**config.mk**
```make
export PLATFORM = sky130hd
export DESIGN_NAME = servo_gain_torque
export DESIGN_NICKNAME = d
export VERILOG_FILES = /design/src/verilog/_unused_placeholder_removed.sv /design/src/common/servo_pkg.sv /design/src/verilog/lag_filter.sv /design/src/verilog/servo_gain_torque.sv /design/src/verilog/sync2.sv
export VERILOG_INCLUDE_DIRS = /design/src /design/src/common
export SDC_FILE = /design/constraint.sdc
export NUM_CORES = 2
export LEC_CHECK = 0
export BUFFER_PORTS_ARGS = -buffer_cell sky130_fd_sc_hd__buf_2
export CORE_MARGIN = 1
export CORE_UTILIZATION = 30
export CTS_BUF_LIST = sky130_fd_sc_hd__clkbuf_4
export DETAILED_ROUTE_END_ITERATION = 8
export GPL_TIMING_DRIVEN = 0
export PLACE_DENSITY = 0.49
export REMOVE_ABC_BUFFERS = 1
export SETUP_SLACK_MARGIN = 0.2
export SLEW_MARGIN = 40
export SYNTH_ARGS = -nofsm -noshare
export SYNTH_HDL_FRONTEND = slang
export SYNTH_SLANG_ARGS = --single-unit
```
**constraint.sdc**
```tcl
create_clock -name core_clk -period 33.4 [get_ports core_clk]
set_input_delay 5.01 -clock core_clk [delete_from_list [all_inputs] [get_ports core_clk]]
set_output_delay 5.01 -clock core_clk [all_outputs]
set_load 0.1 [all_outputs]
```
**src/common/servo_defines.svh**
```systemverilog
// Register map, field positions, reset values and timing counts of the gain and torque-limit block
`ifndef SERVO_DEFINES_SVH
`define SERVO_DEFINES_SVH

`define ADDR_W          8
`define OFS_CFG         8'h00
`define OFS_RET_DELAY   8'h04
`define OFS_LEVEL_HYS   8'h08
`define OFS_RAMP        8'h0C
`define OFS_BRAKE_DELAY 8'h10
`define OFS_SET1_A      8'h14
`define OFS_SET1_B      8'h18
`define OFS_SET2_A      8'h1C
`define OFS_SET2_B      8'h20
`define OFS_TORQUE_CAP  8'h24
`define OFS_DEV_ONE     8'h28
`define OFS_DEV_TWO     8'h2C
`define OFS_OVERSPEED   8'h30
`define OFS_STATUS      8'h34

`define CFG_MODE_BIT    0
`define CFG_COND_LSB    1
`define CFG_TLSW_BIT    4
`define CFG_WARN_BIT    5
`define ST_DEV_BIT      5
`define ST_OSPD_BIT     6

`define RST_CFG         32'h0000_0000
`define RST_SET_A       32'h0064_0032
`define RST_SET_B       32'h0404_0014
`define RST_TORQUE_CAP  32'h012C_012C
`define RST_DEV         32'h0000_7530
`define RST_OVERSPEED   32'h1770_1770
`define TORQUE_CAP_MAX  16'h012C
`define TORQUE_PER_PCT  16'h0064
`define OVERSPEED_FIXED 32'h0000_1B58
`define STOP_SPEED_RPM  32'h0000_001E
`define MAX_FILTER_SHIFT 8'h0F

`define CLK_NS          5
`define TICK_NS         1000
`define TICK_CYC        ((`TICK_NS + `CLK_NS - 1) / `CLK_NS)

`endif

```
**src/verilog/_unused_placeholder_removed.sv**
```systemverilog
// Intentionally empty
`timescale 1ns/1ps

```
**src/common/servo_pkg.sv**
```systemverilog
// Types shared by the gain and torque-limit block
package servo_pkg;
	typedef struct packed {
		logic [15:0] posGain;
		logic [15:0] spdGain;
		logic [15:0] intTime;
		logic [7:0]  fbFilt;
		logic [7:0]  tqFilt;
	} gain_set_s;

	typedef enum logic [2:0] {
		COND_ALWAYS_ONE = 3'h0,
		COND_ALWAYS_TWO = 3'h1,
		COND_EXT_INPUT  = 3'h2,
		COND_TORQUE     = 3'h3,
		COND_SPEED      = 3'h4,
		COND_DEVIATION  = 3'h5
	} cond_e;

	typedef enum logic [2:0] {
		BRK_RELEASED = 3'h1,
		BRK_WAIT     = 3'h2,
		BRK_HELD     = 3'h4
	} brake_e;
endpackage

```
**src/verilog/lag_filter.sv**
```systemverilog
// First-order lag filter with a power-of-two time constant
`timescale 1ns/1ps
`include "servo_defines.svh"
module lag_filter (
	// Clock and reset
	input  wire logic               core_clk,
	input  wire logic               rst,
	// Sample in, time constant as a shift, filtered value out
	input  wire logic signed [15:0] din,
	input  wire logic        [7:0]  shift,
	output logic signed      [15:0] dout
);
	typedef struct packed {
		logic signed [31:0] acc;
	} state_s;

	state_s             s;
	state_s             next_s;
	logic        [3:0]  k;
	logic signed [31:0] diff;

	always_comb begin
		next_s = s;
		// Large settings only slow the filter further, so clamp to the shifter's range
		k      = (shift > `MAX_FILTER_SHIFT) ? 4'hF : shift[3:0];
		diff   = {din, 16'h0000} - s.acc;
		next_s.acc = s.acc + (diff >>> k);
	end

	always_ff @(posedge core_clk or posedge rst) begin
		if (rst) begin
			s <= '0;
		end else begin
			s <= next_s;
		end
	end

	assign dout = s.acc[31:16];
endmodule

```
**src/verilog/servo_gain_torque.sv**
```systemverilog
// Gain switching, torque limit sets and running brake timing behind an AXI4-Lite register file
`timescale 1ns/1ps
`include "servo_defines.svh"

// What this block does
// RQ1 - Brake drops at lesser of delay, 30 r/min
// RQ2 - Mode bit picks PI/P or gain-set switching
// RQ3 - Proportional-only mode removes speed integral term
// RQ4 - Switching condition setting picks gain set
// RQ5 - Return to set one after delay
// RQ6 - Judgment level compared per chosen condition
// RQ7 - Hysteresis band above and below level
// RQ8 - Position gain ramps in timed steps
// RQ9 - Fixed or external conditions ignore level, delay
// RQ10 - Set two replaces all five gain values
// RQ11 - Speed feedback is low-pass filtered encoder speed
// RQ12 - Torque command passes first-order lag filter
// RQ13 - Torque capped at percent of maximum
// RQ14 - Cap writes above default are refused
// RQ15 - Warning while limiting, if selected
// RQ16 - Select input chooses cap set when enabled
// RQ17 - Deviation overflow alarm at active level
// RQ18 - Overspeed alarm above active level
// RQ19 - Overspeed levels used only with switching enabled
// RQ20 - Set two replaces cap, overflow, overspeed
module servo_gain_torque
	import servo_pkg::*;
(
	// Clock and reset
	input  wire logic                 core_clk,
	input  wire logic                 rst,
	// AXI4-Lite slave
	input  wire logic [`ADDR_W-1:0]   awaddr,
	input  wire logic                 awvalid,
	output logic                      awready,
	input  wire logic [31:0]          wdata,
	input  wire logic [3:0]           wstrb,
	input  wire logic                 wvalid,
	output logic                      wready,
	output logic [1:0]                bresp,
	output logic                      bvalid,
	input  wire logic                 bready,
	input  wire logic [`ADDR_W-1:0]   araddr,
	input  wire logic                 arvalid,
	output logic                      arready,
	output logic [31:0]               rdata,
	output logic [1:0]                rresp,
	output logic                      rvalid,
	input  wire logic                 rready,
	// Pins from the host controller
	input  wire logic                 gainSwitchPin,
	input  wire logic                 torque_limit_select_input,
	input  wire logic                 runCommandPin,
	// Loop quantities on this clock
	input  wire logic signed [15:0]   encoderSpeed,
	input  wire logic signed [15:0]   torqueCommand,
	input  wire logic signed [31:0]   positionDeviation,
	// Loop settings and results
	output gain_set_s                 activeGains,
	output logic                      integralDisable,
	output logic signed [15:0]        speedFeedback,
	output logic signed [15:0]        torqueOut,
	output logic                      torqueSetTwo,
	// Alarms and brake
	output logic                      warningOut,
	output logic                      deviationOverflowAlarm,
	output logic                      overspeedAlarm,
	output logic                      brake_interlock_output
);
	typedef struct packed {
		logic                awGot;
		logic                wGot;
		logic [`ADDR_W-1:0]  awAddr;
		logic [31:0]         wData;
		logic [3:0]          wStrb;
		logic                bvalid;
		logic [1:0]          bresp;
		logic                rvalid;
		logic [31:0]         rdata;
		logic [1:0]          rresp;
		logic [31:0]         cfg;
		logic [31:0]         retDelay;
		logic [31:0]         levelHys;
		logic [31:0]         ramp;
		logic [31:0]         brkDelay;
		gain_set_s           setOne;
		gain_set_s           setTwo;
		logic [31:0]         caps;
		logic [31:0]         devOne;
		logic [31:0]         devTwo;
		logic [31:0]         ospd;
		logic [7:0]          tickCnt;
		logic                condHit;
		logic                useTwo;
		logic [15:0]         holdCnt;
		logic [15:0]         posGain;
		logic [15:0]         rampCnt;
		brake_e              brake;
		logic [15:0]         brkCnt;
		logic signed [15:0]  torque;
		logic                limiting;
		logic                warn;
		logic                devAlarm;
		logic                ospdAlarm;
		logic                devSticky;
		logic                ospdSticky;
		logic                tlTwo;
		logic                intOff;
	} state_s;

	state_s             s;
	state_s             next_s;
	logic [2:0]         pins;
	logic               gainPin;
	logic               tlSelPin;
	logic               runCmd;
	logic signed [15:0] speedFilt;
	logic signed [15:0] torqueFilt;
	gain_set_s          setNow;

	sync2 #(.W(3)) u_pins (
		.core_clk (core_clk),
		.rst      (rst),
		.din      ({gainSwitchPin, torque_limit_select_input, runCommandPin}),
		.dout     (pins)
	);
	assign gainPin  = pins[2];
	assign tlSelPin = pins[1];
	assign runCmd   = pins[0];

	assign setNow = s.useTwo ? s.setTwo : s.setOne; // RQ10

	lag_filter u_speed_filter (
		.core_clk (core_clk),
		.rst      (rst),
		.din      (encoderSpeed),
		.shift    (setNow.fbFilt), // RQ11
		.dout     (speedFilt)
	);

	lag_filter u_torque_filter (
		.core_clk (core_clk),
		.rst      (rst),
		.din      (torqueCommand),
		.shift    (setNow.tqFilt), // RQ12
		.dout     (torqueFilt)
	);

	function automatic logic [31:0] merge(input logic [31:0] old, input logic [31:0] nw, input logic [3:0] be);
		logic [31:0] r;
		r = old;
		for (int i = 0; i < 4; i++) begin
			if (be[i]) begin
				r[i*8 +: 8] = nw[i*8 +: 8];
			end
		end
		return r;
	endfunction

	function automatic logic [31:0] mag(input logic signed [31:0] v);
		return v[31] ? 32'(-v) : 32'(v);
	endfunction

	// Cap halves above the drive's ceiling keep their old value
	function automatic logic [15:0] capKeep(input logic [15:0] old, input logic [15:0] nw);
		return (nw > `TORQUE_CAP_MAX) ? old : nw; // RQ14
	endfunction

	always_comb begin
		logic [31:0] wv, val, lvl, hys, upper, lower;
		logic [31:0] capMag, tqMag, spdMag, devLvl, ospdLvl;
		logic        devNow, ospdNow, clrDev, clrOspd, target;
		logic [15:0] tgtGain;
		cond_e       cond;
		wv      = '0;
		val     = '0;
		lvl     = '0;
		hys     = '0;
		upper   = '0;
		lower   = '0;
		capMag  = '0;
		tqMag   = '0;
		spdMag  = '0;
		devLvl  = '0;
		ospdLvl = '0;
		devNow  = 1'b0;
		ospdNow = 1'b0;
		clrDev  = 1'b0;
		clrOspd = 1'b0;
		target  = 1'b0;
		tgtGain = '0;
		cond    = cond_e'(s.cfg[`CFG_COND_LSB +: 3]);
		next_s  = s;

		next_s.tickCnt = (s.tickCnt == 8'(`TICK_CYC - 1)) ? 8'h00 : s.tickCnt + 8'h01;

		// Write channel: address and data latch in either order
		if (awvalid && !s.awGot && !s.bvalid) begin
			next_s.awGot  = 1'b1;
			next_s.awAddr = awaddr;
		end
		if (wvalid && !s.wGot && !s.bvalid) begin
			next_s.wGot  = 1'b1;
			next_s.wData = wdata;
			next_s.wStrb = wstrb;
		end
		if (s.awGot && s.wGot) begin
			next_s.awGot  = 1'b0;
			next_s.wGot   = 1'b0;
			next_s.bvalid = 1'b1;
			next_s.bresp  = 2'h0;
			case ({s.awAddr[`ADDR_W-1:2], 2'h0})
				`OFS_CFG:         next_s.cfg = merge(s.cfg, s.wData, s.wStrb);
				`OFS_RET_DELAY:   next_s.retDelay = merge(s.retDelay, s.wData, s.wStrb);
				`OFS_LEVEL_HYS:   next_s.levelHys = merge(s.levelHys, s.wData, s.wStrb);
				`OFS_RAMP:        next_s.ramp = merge(s.ramp, s.wData, s.wStrb);
				`OFS_BRAKE_DELAY: next_s.brkDelay = merge(s.brkDelay, s.wData, s.wStrb);
				`OFS_SET1_A:      next_s.setOne[63:32] = merge(s.setOne[63:32], s.wData, s.wStrb);
				`OFS_SET1_B:      next_s.setOne[31:0] = merge(s.setOne[31:0], s.wData, s.wStrb);
				`OFS_SET2_A:      next_s.setTwo[63:32] = merge(s.setTwo[63:32], s.wData, s.wStrb);
				`OFS_SET2_B:      next_s.setTwo[31:0] = merge(s.setTwo[31:0], s.wData, s.wStrb);
				`OFS_TORQUE_CAP: begin
					wv = merge(s.caps, s.wData, s.wStrb);
					next_s.caps = {capKeep(s.caps[31:16], wv[31:16]), capKeep(s.caps[15:0], wv[15:0])};
				end
				`OFS_DEV_ONE:     next_s.devOne = merge(s.devOne, s.wData, s.wStrb);
				`OFS_DEV_TWO:     next_s.devTwo = merge(s.devTwo, s.wData, s.wStrb);
				`OFS_OVERSPEED:   next_s.ospd = merge(s.ospd, s.wData, s.wStrb);
				`OFS_STATUS: begin
					clrDev  = s.wStrb[0] & s.wData[`ST_DEV_BIT];
					clrOspd = s.wStrb[0] & s.wData[`ST_OSPD_BIT];
				end
				default:          next_s.bresp = 2'h2;
			endcase
		end
		if (s.bvalid && bready) begin
			next_s.bvalid = 1'b0;
		end

		// Read channel: one request at a time, answered on the next edge
		if (s.rvalid && rready) begin
			next_s.rvalid = 1'b0;
		end
		if (arvalid && !s.rvalid) begin
			next_s.rvalid = 1'b1;
			next_s.rresp  = 2'h0;
			case ({araddr[`ADDR_W-1:2], 2'h0})
				`OFS_CFG:         next_s.rdata = s.cfg;
				`OFS_RET_DELAY:   next_s.rdata = s.retDelay;
				`OFS_LEVEL_HYS:   next_s.rdata = s.levelHys;
				`OFS_RAMP:        next_s.rdata = s.ramp;
				`OFS_BRAKE_DELAY: next_s.rdata = s.brkDelay;
				`OFS_SET1_A:      next_s.rdata = s.setOne[63:32];
				`OFS_SET1_B:      next_s.rdata = s.setOne[31:0];
				`OFS_SET2_A:      next_s.rdata = s.setTwo[63:32];
				`OFS_SET2_B:      next_s.rdata = s.setTwo[31:0];
				`OFS_TORQUE_CAP:  next_s.rdata = s.caps;
				`OFS_DEV_ONE:     next_s.rdata = s.devOne;
				`OFS_DEV_TWO:     next_s.rdata = s.devTwo;
				`OFS_OVERSPEED:   next_s.rdata = s.ospd;
				`OFS_STATUS: begin
					next_s.rdata = {s.posGain, 9'h000, s.ospdSticky, s.devSticky, (s.brake != BRK_HELD),
						s.limiting, s.tlTwo, s.intOff, s.useTwo};
				end
				default: begin
					next_s.rdata = '0;
					next_s.rresp = 2'h2;
				end
			endcase
		end

		// Gain switching condition with hysteresis around the judgment level
		lvl   = {16'h0000, s.levelHys[15:0]};
		hys   = {16'h0000, s.levelHys[31:16]};
		upper = lvl + hys; // RQ7
		lower = (lvl > hys) ? lvl - hys : 32'h0000_0000; // RQ7
		case (cond)
			COND_TORQUE:    val = mag(32'(torqueFilt)); // RQ6
			COND_SPEED:     val = mag(32'(speedFilt)); // RQ6
			COND_DEVIATION: val = mag(positionDeviation); // RQ6
			default:        val = '0;
		endcase
		if (!s.condHit && val > upper) begin
			next_s.condHit = 1'b1;
		end else if (s.condHit && val < lower) begin
			next_s.condHit = 1'b0;
		end

		case (cond)
			COND_ALWAYS_ONE: target = 1'b0; // RQ9
			COND_ALWAYS_TWO: target = 1'b1; // RQ9
			COND_EXT_INPUT:  target = gainPin; // RQ9
			COND_TORQUE, COND_SPEED, COND_DEVIATION: begin
				target = s.condHit || (s.holdCnt != 16'h0000); // RQ4
			end
			default:         target = 1'b0;
		endcase

		// Return delay counts ticks from the moment the condition drops
		// No hold pending when entering a level condition that was never met
		if (cond < COND_TORQUE) begin
			next_s.holdCnt = '0; // RQ9
		end else if (s.condHit) begin
			next_s.holdCnt = s.retDelay[15:0]; // RQ5
		end else if (s.holdCnt != 16'h0000 && s.tickCnt == 8'h00) begin
			next_s.holdCnt = s.holdCnt - 16'h0001; // RQ5
		end

		// Mode bit clear: the switch input selects proportional-only instead of gain two
		if (s.cfg[`CFG_MODE_BIT]) begin
			next_s.useTwo = target; // RQ2
			next_s.intOff = 1'b0;
		end else begin
			next_s.useTwo = 1'b0; // RQ2
			next_s.intOff = gainPin; // RQ3
		end

		// Position gain walks one unit per ramp interval; other gains switch at once
		tgtGain = setNow.posGain;
		if (!s.cfg[`CFG_MODE_BIT] || s.ramp[15:0] == 16'h0000) begin
			next_s.posGain = tgtGain;
			next_s.rampCnt = '0;
		end else if (s.posGain != tgtGain && s.tickCnt == 8'h00) begin
			if (s.rampCnt + 16'h0001 >= s.ramp[15:0]) begin
				next_s.rampCnt = '0;
				next_s.posGain = (s.posGain < tgtGain) ? s.posGain + 16'h0001 : s.posGain - 16'h0001; // RQ8
			end else begin
				next_s.rampCnt = s.rampCnt + 16'h0001; // RQ8
			end
		end

		// Torque limit set, cap and warning
		next_s.tlTwo = s.cfg[`CFG_TLSW_BIT] & tlSelPin; // RQ16
		capMag = 32'((s.tlTwo ? s.caps[31:16] : s.caps[15:0]) * `TORQUE_PER_PCT); // RQ20
		tqMag  = mag(32'(torqueFilt));
		next_s.limiting = (tqMag > capMag);
		if (tqMag > capMag) begin
			next_s.torque = torqueFilt[15] ? 16'(-capMag) : capMag[15:0]; // RQ13
		end else begin
			next_s.torque = torqueFilt;
		end
		next_s.warn = s.cfg[`CFG_WARN_BIT] & s.limiting; // RQ15

		// Alarms against the active set; set wins over a software clear
		devLvl  = s.tlTwo ? s.devTwo : s.devOne; // RQ20
		devNow  = (mag(positionDeviation) >= devLvl); // RQ17
		ospdLvl = s.tlTwo ? {16'h0000, s.ospd[31:16]} : {16'h0000, s.ospd[15:0]}; // RQ20
		if (!s.cfg[`CFG_TLSW_BIT]) begin
			ospdLvl = `OVERSPEED_FIXED; // RQ19
		end
		spdMag  = mag(32'(speedFilt));
		ospdNow = (spdMag > ospdLvl); // RQ18
		next_s.devAlarm   = devNow;
		next_s.ospdAlarm  = ospdNow;
		next_s.devSticky  = (s.devSticky & ~clrDev) | devNow;
		next_s.ospdSticky = (s.ospdSticky & ~clrOspd) | ospdNow;

		// Brake interlock when the run command drops while turning
		case (s.brake)
			BRK_RELEASED: begin
				if (!runCmd) begin
					next_s.brkCnt = '0;
					next_s.brake  = (spdMag <= `STOP_SPEED_RPM) ? BRK_HELD : BRK_WAIT; // RQ1
				end
			end
			BRK_WAIT: begin
				if (s.tickCnt == 8'h00) begin
					next_s.brkCnt = s.brkCnt + 16'h0001;
				end
				if (runCmd) begin
					next_s.brake = BRK_RELEASED;
				end else if (spdMag <= `STOP_SPEED_RPM || s.brkCnt >= s.brkDelay[15:0]) begin
					next_s.brake = BRK_HELD; // RQ1
				end
			end
			BRK_HELD: begin
				if (runCmd) begin
					next_s.brake = BRK_RELEASED;
				end
			end
			default: next_s.brake = BRK_HELD;
		endcase
	end

	always_ff @(posedge core_clk or posedge rst) begin
		if (rst) begin
			s          <= '0;
			s.cfg      <= `RST_CFG;
			s.setOne   <= {`RST_SET_A, `RST_SET_B};
			s.setTwo   <= {`RST_SET_A, `RST_SET_B};
			s.caps     <= `RST_TORQUE_CAP;
			s.devOne   <= `RST_DEV;
			s.devTwo   <= `RST_DEV;
			s.ospd     <= `RST_OVERSPEED;
			s.posGain  <= 16'(`RST_SET_A >> 16);
			s.brake    <= BRK_HELD;
		end else begin
			s <= next_s;
		end
	end

	// Handshake readies are combinational; everything else comes from state
	assign awready = !s.awGot && !s.bvalid;
	assign wready  = !s.wGot && !s.bvalid;
	assign arready = !s.rvalid;
	assign bvalid  = s.bvalid;
	assign bresp   = s.bresp;
	assign rvalid  = s.rvalid;
	assign rdata   = s.rdata;
	assign rresp   = s.rresp;

	assign activeGains            = {s.posGain, setNow.spdGain, setNow.intTime, setNow.fbFilt, setNow.tqFilt};
	assign integralDisable        = s.intOff;
	assign speedFeedback          = speedFilt;
	assign torqueOut              = s.torque;
	assign torqueSetTwo           = s.tlTwo;
	assign warningOut             = s.warn;
	assign deviationOverflowAlarm = s.devAlarm;
	assign overspeedAlarm         = s.ospdAlarm;
	assign brake_interlock_output = (s.brake != BRK_HELD);
endmodule

```
**src/verilog/sync2.sv**
```systemverilog
// Two-stage synchroniser for pin inputs
`timescale 1ns/1ps
module sync2 #(
	parameter int W = 1
) (
	// Clock and reset
	input  wire logic         core_clk,
	input  wire logic         rst,
	// Data
	input  wire logic [W-1:0] din,
	output logic      [W-1:0] dout
);
	typedef struct packed {
		logic [W-1:0] first;
		logic [W-1:0] second;
	} state_s;

	state_s s;
	state_s next_s;

	always_comb begin
		next_s        = s;
		next_s.first  = din;
		next_s.second = s.first;
	end

	always_ff @(posedge core_clk or posedge rst) begin
		if (rst) begin
			s <= '0;
		end else begin
			s <= next_s;
		end
	end

	assign dout = s.second;
endmodule
```
==> run summary <==
Status: completed
Slew Limit Fails: 0
Remaining Overflow, GRT: 0
EDFF count, synth: 0
Max stage delay on crit path: 560 ps
Site Rows: 145
CP Data Arrival Time: 11,540 ps
Layout cells sized above 1: 25.45%
Mean Syn Cell Area: 9.652 sq um
Initial core utilization: 30.27%
Number of remaining DRC errors: 0
WL/cell: 24.33 um
Final WL: 179.4 mm
R2R depth: 23
CP most frequent cell: a21oi_1
Netlist cell types: 81
Register-to-register setup slack: 25,970 ps
Synth Cell Area: 47,340 sq um
Fin crit share: 31.52%
DR vias: 40,260
Synth Flop Type: dfrtp_1
Peak Freq: 0.09499 GHz
Post CTS Setup Buffer Count: 0
Critical path depth: 23
Nets: 5,654
Largest net degree at the start of global routing: 78
Final setup TNS: 0 ps
Max Cap Viol: 0
CP Launch Point: encoderSpeed[0]
Crit Path Max Fanout: 12
Tot GR Track Use: 22.16%
CP Class: in -> reg
Most common cell after layout, fill and taps aside: dfrtp_1
Total CTS buffers: 191
DP Worst Slack: 21,780 ps
Placement-stage cell area: 51,470 sq um
Minimum clock period: 10,530 ps
Post-Syn Instances: 4,905
Storage cell area: 16,780 sq um
Cts repair resizes: 0
Hold Vio Cnt, Final: 0
CTS Root Cell: clkbuf_4
First-pass GRT wire length: 262.0 mm
Delay-heaviest family, CP: compound AO/OA/AOI/OAI gates
CTS clk-pin slew, worst paths: 60 ps
Vias in the first global route: 38,530
Crit path to: u_speed_filter.s[31]$_DFF_PP0_
# fillers: 16,160
WP data required: 34,410 ps
Crit. End Element: flop
Global placement routability congestion: 0.8999
Synth Register Bits: 667
Die height: 399.3 um
Die X: 399.3 um
Max Root-Sink Buffers: 3
Startpoint types: primary input
Fin Clk Skew: 115.6 ps
Worst setup margin: 22,870 ps
Number of buffers added on ports: 262
RR Endpoint: u_speed_filter.s[31]$_DFF_PP0_
CTS Hold Bufs: 0
Worst path cell trace: buf_2 > ha_1 > nor4bb_1 > nand4_1 > o31ai_1 > o21ai_0 > and3b_1 > a211oi_2 > xnor2_2 > a21oi_1 > a21oi_1 > a221oi_1 > ha_1 > a21oi_1 > o221ai_1 > a21oi_1 > o221ai_1 > a21o_1 > or3_1 > a221o_1 > a31o_2 > a21oi_1 > xnor2_1
Clk_lat worst skew: 1220 ps
Worst Tran Pin Value: 846.7 ps
RSZ-0062 raised after global routing: false
CTS tree: built
Final ANT Viol Nets: 0
Clk sinks: 667
Seq/Total Area, Yosys: 35.41%
Syn-to-layout area delta: 14.34%
Setup-failing EPs final: 0
Via density: 5.460
CP max-delay cell: a221oi_1
Multi-input gate area: 28,760 sq um
YS warnings: 0
Initial antenna violation count: 28
Hpwl dp: 139.6 mm
Worst hold path class: reg -> reg
Boundary Pins: 269
Final instance area: 54,130 sq um
Most frequent cells in the layout: 603 x dfrtp_1, 510 x mux2_2, 369 x ha_1, 346 x nand2_1, 297 x clkbuf_4
H-tree depth: 4
FF-to-FF Start: u_speed_filter.s[16]$_DFF_PP0_
Buf/Inv on CP: 1
Final Util: 34.61%
Core box area: 156,400 sq um
Die area: 159,400 sq um
Async S/R FF share, synth: 100.0%
DRT iter0 DRCs: 3,386
Relative slew slack: 43.09%
DR pass1 iterations: 7
sequential cells by signal, indices dropped and copies added, names as in the netlist:
register                cells
torqueOut                  16
torqueSetTwo                1
overspeedAlarm              1
bvalid                      1
s                         524
u_pins.next_s               3
u_pins.dout                 3
bresp                       1
integralDisable             1
rdata                      32
u_speed_filter.s           32
deviationOverflowAlarm      1
rresp                       1
warningOut                  1
u_torque_filter.s          32
activeGains                16
rvalid                      1
layout make-up:
class,instances,area share [%]
Antenna cell,11,0.05085
Tap cell,2058,4.757
Timing Repair Buffer,342,4.780
Inverter,221,1.546
Multi-Input combinational cell,3720,53.13
Clock inverter,58,0.6264
Clock buffer,297,4.119
Sequential cell,667,30.99
cell usage after synthesis (71+ instances only):
master / number / area, sq um
mux2_2: 510 / 5743
buf_4: 84 / 630.6
dfrtp_1: 607 / 15190
inv_1: 221 / 829.6
nand2_1: 348 / 1306
xor2_1: 71 / 621.9
clkbuf_1: 195 / 732.0
xnor2_1: 185 / 1620
nand3_1: 71 / 355.3
nor2_1: 323 / 1212
a21o_1: 110 / 825.8
a22oi_1: 81 / 608.1
ha_1: 369 / 4617
a21oi_1: 271 / 1356
mux2i_1: 145 / 1451
o21ai_0: 256 / 1281
nor3_1: 72 / 360.4
cell families (layout without fill, tap and decap cells):
kind of cell / after synthesis / after routing / synth area share (%)
DFF: 667 / 667 / 35.41
and+or+nand+nor: 1206 / 1206 / 12.32
xor gates and xnor gates: 257 / 257 / 4.783
AOI/OAI and AO/OA: 1206 / 1206 / 16.91
muxes: 657 / 657 / 15.29
buffers and inverters: 526 / 918 / 4.849
other: 1 / 20 / 0.007921
adders and majority gates: 385 / 385 / 10.43
how the worst min path moves through the flow:
stage,end,from,slack (ps),cells past startpoint
2_1_floorplan,u_pins.dout[0]$_DFF_PP0_,u_pins.next_s[0]$_DFF_PP0_,330,0
3_5_place_dp,u_pins.dout[1]$_DFF_PP0_,u_pins.next_s[1]$_DFF_PP0_,340,0
6_report,u_pins.dout[1]$_DFF_PP0_,u_pins.next_s[1]$_DFF_PP0_,350,0
5_1_grt,u_pins.dout[1]$_DFF_PP0_,u_pins.next_s[1]$_DFF_PP0_,370,0
3_3_place_gp,u_pins.dout[2]$_DFF_PP0_,u_pins.next_s[2]$_DFF_PP0_,340,0
4_1_cts,u_pins.dout[1]$_DFF_PP0_,u_pins.next_s[1]$_DFF_PP0_,350,0
layer usage:
| metal | GRT usage (%) | up-vias | part of all wire [%] |
|---|---|---|---|
| li1 | - | 18590 | - |
| met1 | 30.21 | 19990 | 45 |
| met2 | 34.26 | 1359 | 45 |
| met3 | 5.123 | 301 | 7.4 |
| met4 | 7.525 | 20 | 3.3 |
| met5 | 0 | - | 0.075 |
through the flow:
| stage | hold slack [ps] | std cells |
|---|---|---|
| after floorplan | 331.2 | 4608 |
| after global placement | 339.8 | 6928 |
| after detailed placement | 340.5 | 7008 |
| after CTS | 354.1 | 7363 |
| after global routing | 367.5 | 7366 |
| final | 351.9 | 7374 |
Power is not shown: default switching activity piles up to over one toggle a cycle in this logic, so the estimate is an artifact.
